===== config.mk =====
export PLATFORM = sky130hd
export DESIGN_NAME = adc_clock_and_input_mode_config
export DESIGN_NICKNAME = d
export VERILOG_FILES = /design/src/adc_clock_and_input_mode_config.v
export VERILOG_INCLUDE_DIRS = /design/src
export SDC_FILE = /design/constraint.sdc
export NUM_CORES = 1
export LEC_CHECK = 0
export BUFFER_PORTS_ARGS = -buffer_cell sky130_fd_sc_hd__buf_2
export CAP_MARGIN = 20
export CORE_MARGIN = 10
export CORE_UTILIZATION = 36
export CTS_CLUSTER_SIZE = 40
export DETAILED_ROUTE_END_ITERATION = 16
export SETUP_SLACK_MARGIN = 0.05
export SLEW_MARGIN = 20
export SYNTH_ARGS = -nofsm -noshare
export SYNTH_HDL_FRONTEND = slang
export SYNTH_SLANG_ARGS = --single-unit

===== constraint.sdc =====
create_clock -name aclk -period 2.93 [get_ports aclk]
set_clock_uncertainty 0.2 [all_clocks]
set_input_delay 0.293 -clock aclk [delete_from_list [all_inputs] [get_ports aclk]]
set_output_delay 0.293 -clock aclk [all_outputs]
set_load 0.02 [all_outputs]

===== src/adc_cfg_regs.vh =====
`ifndef ADC_CFG_REGS_VH
`define ADC_CFG_REGS_VH

// register byte addresses (offsets 0xb12, 0xb0a are not word multiples, so index*4)
`define IDX_MODE_LOW 12'hb10
`define IDX_MODE_HIGH 12'hb12
`define IDX_CLK_CTRL 12'hb0a
`define ADDR_W 14
`define ADDR_MODE_LOW 14'h2c40
`define ADDR_MODE_HIGH 14'h2c48
`define ADDR_CLK_CTRL 14'h2c28

// clock control fields
`define SRC_SEL_HI 15
`define SRC_SEL_LO 14
`define DIV_HI 13
`define DIV_LO 8
`define SHARED_EN_BIT 7
// only the enable bit lives in the low byte, the rest reads zero
`define CLK_CTRL_LOW_MASK 8'h80

// source select codes
`define SRC_OSC 2'h0
`define SRC_CYC 2'h1
`define SRC_VCO3 2'h2
`define SRC_VCO4 2'h3

// reset values
`define RST_MODE 16'h0000
`define RST_CLK_CTRL 16'h0000

// axi responses
`define RESP_OKAY 2'h0
`define RESP_SLVERR 2'h2

`endif


===== src/adc_clock_and_input_mode_config.v =====
// Added by the designer: the AXI4-Lite slave port.
`timescale 1ns/100ps
`default_nettype none
`include "adc_cfg_regs.vh"

// Operation
// - Bits 15:14 of the clock control register pick oscillator, cycle, vco/3 or vco/4.
// - Bits 13:8 divide the chosen source by field value plus one to make the core source clock.
// - The divided core source clock goes out to every converter core, all cores getting the same tick from the one divider.
// - Bit 7 enables the shared core, and a zero holds it disabled.
// - A channel's differential bit set means differential conversion, clear means single-ended.
// - A channel's sign bit set means signed result data, clear means unsigned.
// - The low mode register holds channels 0 to 7, diff at bit 2n+1 and sign at 2n, reset zero.
// - The high mode register holds channels 8 to 15 in the same pairing, reset zero.
module adc_clock_and_input_mode_config #(
    parameter NUM_CORES = 2,
    parameter NUM_CH = 16
) (
    // clock and reset
    input wire aclk,
    input wire aresetn,
    // clock sources, each a single-cycle enable tick from the clock tree
    input wire osc_tick,
    input wire cyc_tick,
    input wire vco_div3_tick,
    input wire vco_div4_tick,
    // axi4-lite write
    input wire [`ADDR_W-1:0] s_axi_awaddr,
    input wire s_axi_awvalid,
    output reg s_axi_awready,
    input wire [31:0] s_axi_wdata,
    input wire [3:0] s_axi_wstrb,
    input wire s_axi_wvalid,
    output reg s_axi_wready,
    output reg [1:0] s_axi_bresp,
    output reg s_axi_bvalid,
    input wire s_axi_bready,
    // axi4-lite read
    input wire [`ADDR_W-1:0] s_axi_araddr,
    input wire s_axi_arvalid,
    output reg s_axi_arready,
    output reg [31:0] s_axi_rdata,
    output reg [1:0] s_axi_rresp,
    output reg s_axi_rvalid,
    input wire s_axi_rready,
    // converter side
    output reg [NUM_CORES-1:0] core_src_tick,
    output reg shared_core_enable,
    output reg [NUM_CH-1:0] channel_differential_mode,
    output reg [NUM_CH-1:0] channel_signed_output
);

    reg [15:0] clk_ctrl_q;
    reg [15:0] mode_low_q;
    reg [15:0] mode_high_q;
    reg [5:0] div_cnt_q;
    reg [1:0] osc_s_q, cyc_s_q, vco3_s_q, vco4_s_q;
    reg aw_held_q, w_held_q;
    reg [`ADDR_W-1:0] aw_addr_q;
    reg [31:0] w_data_q;
    reg [3:0] w_strb_q;
    reg src_tick;
    wire [1:0] src_sel;
    wire [5:0] div_val;
    wire do_write;
    wire [`ADDR_W-1:0] waddr;
    wire [31:0] wdata;
    wire [3:0] wstrb;
    // both mode registers side by side, low register in the low half
    wire [31:0] mode_pair;
    wire [NUM_CH-1:0] diff_d;
    wire [NUM_CH-1:0] sign_d;
    genvar gi;

    // source ticks come from other clock trees, so two flops first
    always @(posedge aclk) begin
        if (!aresetn) begin
            osc_s_q <= 2'h0;
            cyc_s_q <= 2'h0;
            vco3_s_q <= 2'h0;
            vco4_s_q <= 2'h0;
        end else begin
            osc_s_q <= {osc_s_q[0], osc_tick};
            cyc_s_q <= {cyc_s_q[0], cyc_tick};
            vco3_s_q <= {vco3_s_q[0], vco_div3_tick};
            vco4_s_q <= {vco4_s_q[0], vco_div4_tick};
        end
    end

    assign src_sel = clk_ctrl_q[`SRC_SEL_HI:`SRC_SEL_LO];
    assign div_val = clk_ctrl_q[`DIV_HI:`DIV_LO];

    always @* begin
        case (src_sel)
            `SRC_OSC: src_tick = osc_s_q[1];
            `SRC_CYC: src_tick = cyc_s_q[1];
            `SRC_VCO3: src_tick = vco3_s_q[1];
            default: src_tick = vco4_s_q[1];
        endcase
    end

    // divide by field plus one; one output tick per div_val+1 source ticks
    always @(posedge aclk) begin
        if (!aresetn) begin
            div_cnt_q <= 6'h00;
            core_src_tick <= {NUM_CORES{1'b0}};
        end else if (src_tick) begin
            if (div_cnt_q >= div_val) begin
                div_cnt_q <= 6'h00;
                // same tick fans out to every core
                core_src_tick <= {NUM_CORES{1'b1}};
            end else begin
                div_cnt_q <= div_cnt_q + 6'h01;
                core_src_tick <= {NUM_CORES{1'b0}};
            end
        end else begin
            core_src_tick <= {NUM_CORES{1'b0}};
        end
    end

    // register outputs toward the converter
    always @(posedge aclk) begin
        if (!aresetn) begin
            shared_core_enable <= 1'b0;
        end else begin
            // zero holds the shared core off
            shared_core_enable <= clk_ctrl_q[`SHARED_EN_BIT];
        end
    end

    // per-channel pairing: diff odd bit, sign even bit; no more than 16 channels fit
    assign mode_pair = {mode_high_q, mode_low_q};
    generate
        for (gi = 0; gi < NUM_CH; gi = gi + 1) begin : g_ch
            assign diff_d[gi] = mode_pair[2*gi+1];
            assign sign_d[gi] = mode_pair[2*gi];
        end
    endgenerate

    // one process for all channels, so each output vector has a single driver
    always @(posedge aclk) begin
        if (!aresetn) begin
            channel_differential_mode <= {NUM_CH{1'b0}};
            channel_signed_output <= {NUM_CH{1'b0}};
        end else begin
            channel_differential_mode <= diff_d;
            channel_signed_output <= sign_d;
        end
    end

    // write side: address and data taken in either order, held until both
    assign waddr = s_axi_awvalid && s_axi_awready ? s_axi_awaddr : aw_addr_q;
    assign wdata = s_axi_wvalid && s_axi_wready ? s_axi_wdata : w_data_q;
    assign wstrb = s_axi_wvalid && s_axi_wready ? s_axi_wstrb : w_strb_q;
    assign do_write = (aw_held_q || (s_axi_awvalid && s_axi_awready))
        && (w_held_q || (s_axi_wvalid && s_axi_wready)) && !s_axi_bvalid;

    always @(posedge aclk) begin
        if (!aresetn) begin
            aw_held_q <= 1'b0;
            w_held_q <= 1'b0;
            aw_addr_q <= {`ADDR_W{1'b0}};
            w_data_q <= 32'h0000_0000;
            w_strb_q <= 4'h0;
            s_axi_awready <= 1'b0;
            s_axi_wready <= 1'b0;
            s_axi_bvalid <= 1'b0;
            s_axi_bresp <= `RESP_OKAY;
            clk_ctrl_q <= `RST_CLK_CTRL;
            mode_low_q <= `RST_MODE;
            mode_high_q <= `RST_MODE;
        end else begin
            // ready one cycle, only when that channel is not already held
            s_axi_awready <= !s_axi_awready && !aw_held_q && !s_axi_bvalid
                && s_axi_awvalid && !do_write;
            s_axi_wready <= !s_axi_wready && !w_held_q && !s_axi_bvalid
                && s_axi_wvalid && !do_write;
            if (s_axi_awvalid && s_axi_awready) begin
                aw_addr_q <= s_axi_awaddr;
            end
            if (s_axi_wvalid && s_axi_wready) begin
                w_data_q <= s_axi_wdata;
                w_strb_q <= s_axi_wstrb;
            end
            if (do_write) begin
                aw_held_q <= 1'b0;
                w_held_q <= 1'b0;
                s_axi_bvalid <= 1'b1;
                s_axi_bresp <= `RESP_OKAY;
                // no lockout: software keeps the converter off while changing these
                if (waddr == `ADDR_CLK_CTRL) begin
                    if (wstrb[0]) clk_ctrl_q[7:0] <= wdata[7:0] & `CLK_CTRL_LOW_MASK;
                    if (wstrb[1]) clk_ctrl_q[15:8] <= wdata[15:8];
                end else if (waddr == `ADDR_MODE_LOW) begin
                    if (wstrb[0]) mode_low_q[7:0] <= wdata[7:0];
                    if (wstrb[1]) mode_low_q[15:8] <= wdata[15:8];
                end else if (waddr == `ADDR_MODE_HIGH) begin
                    if (wstrb[0]) mode_high_q[7:0] <= wdata[7:0];
                    if (wstrb[1]) mode_high_q[15:8] <= wdata[15:8];
                end else begin
                    s_axi_bresp <= `RESP_SLVERR;
                end
            end else begin
                if (s_axi_awvalid && s_axi_awready) aw_held_q <= 1'b1;
                if (s_axi_wvalid && s_axi_wready) w_held_q <= 1'b1;
                if (s_axi_bvalid && s_axi_bready) s_axi_bvalid <= 1'b0;
            end
        end
    end

    // read side: arready one cycle, data the cycle after
    always @(posedge aclk) begin
        if (!aresetn) begin
            s_axi_arready <= 1'b0;
            s_axi_rvalid <= 1'b0;
            s_axi_rdata <= 32'h0000_0000;
            s_axi_rresp <= `RESP_OKAY;
        end else begin
            s_axi_arready <= !s_axi_arready && !s_axi_rvalid && s_axi_arvalid;
            if (s_axi_arvalid && s_axi_arready) begin
                s_axi_rvalid <= 1'b1;
                s_axi_rresp <= `RESP_OKAY;
                if (s_axi_araddr == `ADDR_CLK_CTRL) begin
                    s_axi_rdata <= {16'h0000, clk_ctrl_q};
                end else if (s_axi_araddr == `ADDR_MODE_LOW) begin
                    s_axi_rdata <= {16'h0000, mode_low_q};
                end else if (s_axi_araddr == `ADDR_MODE_HIGH) begin
                    s_axi_rdata <= {16'h0000, mode_high_q};
                end else begin
                    s_axi_rdata <= 32'h0000_0000;
                    s_axi_rresp <= `RESP_SLVERR;
                end
            end else if (s_axi_rvalid && s_axi_rready) begin
                s_axi_rvalid <= 1'b0;
            end
        end
    end

endmodule // adc_clock_and_input_mode_config
`default_nettype wire


==> impl_metrics.json <==
{
  "core-area_um2": 16000,
  "min_period_over_period": 0.8512,
  "grt_usage": 0.1335,
  "power_w": 0.004346,
  "antenna_found_initial": 3,
  "yosysSeqAreaShare": 0.4932,
  "yosys.area.top_type": "dfxtp_1",
  "worst-slew-pin-transition_ps": 884.9,
  "p_clk_frac": 0.473,
  "synth_cells": 557,
  "cts_hold_buf": 23,
  "die_w_um": 148.3,
  "synthTopCellsByArea": "dfxtp_1 (49%), mux2_4 (8.1%), mux2_2 (5.1%)",
  "finalWorstSetupSlack_ps": 435.9,
  "synth_top_area_share": 0.4932,
  "fin_cells": 926,
  "rsz0062_at_grt": "no",
  "nNetsFinal": 777,
  "syn2layout_area_growth_pct": 25.49,
  "synth_most_common_cell": "dfxtp_1",
  "cp-end-kind": "flop",
  "max_freq_mhz": 401.0,
  "p_per_area_nw_per_um2": 584.4,
  "place_inst": 869,
  "intPower_w": 0.003299,
  "pwr-share-comb": 0.060,
  "ys_warn_count": 0,
  "die_y_um": 148.3,
  "cts_root_buffer": "clkbuf_16",
  "max_cap_violations": 0,
  "cp.required_ps": 3030,
  "drc": 0,
  "drv_slew": 0,
  "start_util": 0.3703,
  "vias_per_cell": 4.674,
  "rows": 46,
  "synth.avg_cell_area_um2": 10.64,
  "ioPinCount": 151,
  "layout-drive-gt1-share": 0.3319,
  "vias": 4328,
  "crit_fanout": 8,
  "power.share.sequential": 0.467,
  "fin_crit_ps": 2494,
  "worst-setup-path-type": "in2reg",
  "ys_ff_latch": 146,
  "cts_tree": "built",
  "synth_area_um2": 5926,
  "p_switching_w": 0.001047,
  "hold_viol": 0,
  "clockBufferDepth": 2,
  "hp-class": "in2reg",
  "critical_path_arrival_ps": 2600,
  "clk-insertion-delay-late_ps": 420,
  "status": "complete, no violations",
  "dp_hpwl_um": 10430,
  "synth_common_cells": "dfxtp_1 (146), nand2_1 (78), and2_1 (44), mux2_4 (32), mux2_2 (27)",
  "cp-start-kind": "input pin",
  "cts_resized": 0,
  "p_sw_frac": 0.2408,
  "slew_headroom": 0.4073,
  "tns_ps": 0,
  "max-vdd-ir-drop_mv": 0.4121,
  "synthDistinctLibCells": 63,
  "antenna_left": 0,
  "synth-edff-count": 0,
  "firstDrtPassIters": 4,
  "grt_max_degree": 53,
  "clkSlewWorstSetupHoldPaths_ps": 60,
  "fillCellCount": 1526,
  "grt_overflow": 0,
  "htree_levels": 4,
  "io_buffers": 114,
  "pre_cts_ws_ps": 498.0,
  "first_iter_violations": 219,
  "wl_um": 14620,
  "synthArstFlopShare": 0,
  "cts_buffers": 17,
  "wire_per_inst_um": 15.79,
  "dieArea_um2": 21990,
  "cts_setup_buffers": 0,
  "grt_first_pass_wirelength_um": 23350,
  "cts_sinks": 146,
  "synth_ff_type": "dfxtp_1",
  "setup_violations": 0,
  "gp_congestion": 0.7985,
  "p_leak_nw": 3.396,
  "first_global_vias": 4448
}
==> cells by family after synthesis <==
kind of cell	count (synthesis)	synth area share
other	1	0.0006328
muxes	71	0.1550
adders and majority gates	7	0.01478
DFF	146	0.4932
and+or+nand+nor	196	0.1869
xor gates and xnor gates	5	0.007392
AOI/OAI and AO/OA	66	0.08721
buffers and inverters	65	0.05490
==> metrics by stage <==
stage	area, µm²	hold slack (ps)	utilization
2_1_floorplan	5989	211.9	-
3_3_place_gp	6640	225.2	0.4150
3_5_place_dp	6640	221.6	0.4150
4_1_cts	7431	16.02	0.4644
5_1_grt	7433	58.28	0.4646
6_report	7436	28.29	0.4647
==> area by class of cell <==
cell class	count	area, µm²	area share
flip-flops and latches	146	2923	0.3931
multi-input cells	363	2741	0.3687
repair buffers	143	845.8	0.1137
clock buffers	18	429.2	0.05772
well taps	216	270.3	0.03635
clock inverters	14	131.4	0.01767
inverters	24	90.09	0.01212
diodes	2	5.005	0.0006731
==> power by group through the flow <==
stage | logic, W | clock network [W] | registers, W
global placement | 0.000230 | 0 | 0.00207
global route | 0.000286 | 0.00219 | 0.00203
CTS | 0.000260 | 0.00210 | 0.00203
finish | 0.000260 | 0.00206 | 0.00203
floorplan | 0.000161 | 0 | 0.00208
detailed placement | 0.000236 | 0 | 0.00207
==> worst paths after layout <==
path	start	cells past startpoint	endpoint	slack (ps)
setup / recovery	s_axi_awaddr[12]	7	mode_low_q[9]$_SDFFE_PN0P_	440
setup reg to reg	s_axi_awready$_SDFF_PN0_	5	mode_low_q[9]$_SDFFE_PN0P_	620
hold / removal	s_axi_wdata[5]	4	w_data_q[5]$_SDFF_PN0_	30
hold reg to reg	cyc_s_q[0]$_SDFF_PN0_	1	cyc_s_q[1]$_SDFF_PN0_	230
==> routing by layer <==
layer | track usage | up-vias | share of wire
met1 | 0.1534 | 2041 | 0.44
met3 | 0.05825 | 21 | 0.079
met4 | 0.05055 | 2 | 0.017
li1 | - | 2132 | -
met2 | 0.2150 | 132 | 0.46
met5 | 0 | - | 0.00089
==> state kept, by name (all words and copies together) (netlist names), 2 cells and up <==
name	flops
aw_addr_q	14
channel_differential_mode	16
channel_signed_output	16
clk_ctrl_q	9
cyc_s_q	2
div_cnt_q	6
mode_high_q	16
mode_low_q	16
osc_s_q	2
s_axi_rdata	16
vco3_s_q	2
vco4_s_q	2
w_data_q	16
w_strb_q	2
==> critical path: stages <==
cell and delay [ps]:
dlygate4sd3_1 550, buf_2 140, nor4bb_1 370, nand3_2 190, a22oi_4 400, nand3_4 270, mux2_4 370
==> layout by cell type (no fill, tap or decap), types with 5 or more instances in the layout <==
master,n
a22o_1,5
nand3_1,14
buf_4,6
clkbuf_16,17
dfxtp_1,146
mux2_4,32
nor2_1,14
ha_1,7
o21ai_0,9
dlygate4sd3_1,23
conb_1,18
mux2_2,27
buf_2,114
o21ai_1,11
nand2_1,78
nand4_1,5
inv_1,24
mux2i_1,10
a21boi_0,16
and2_1,44
Power figures use the tool's default switching activity.
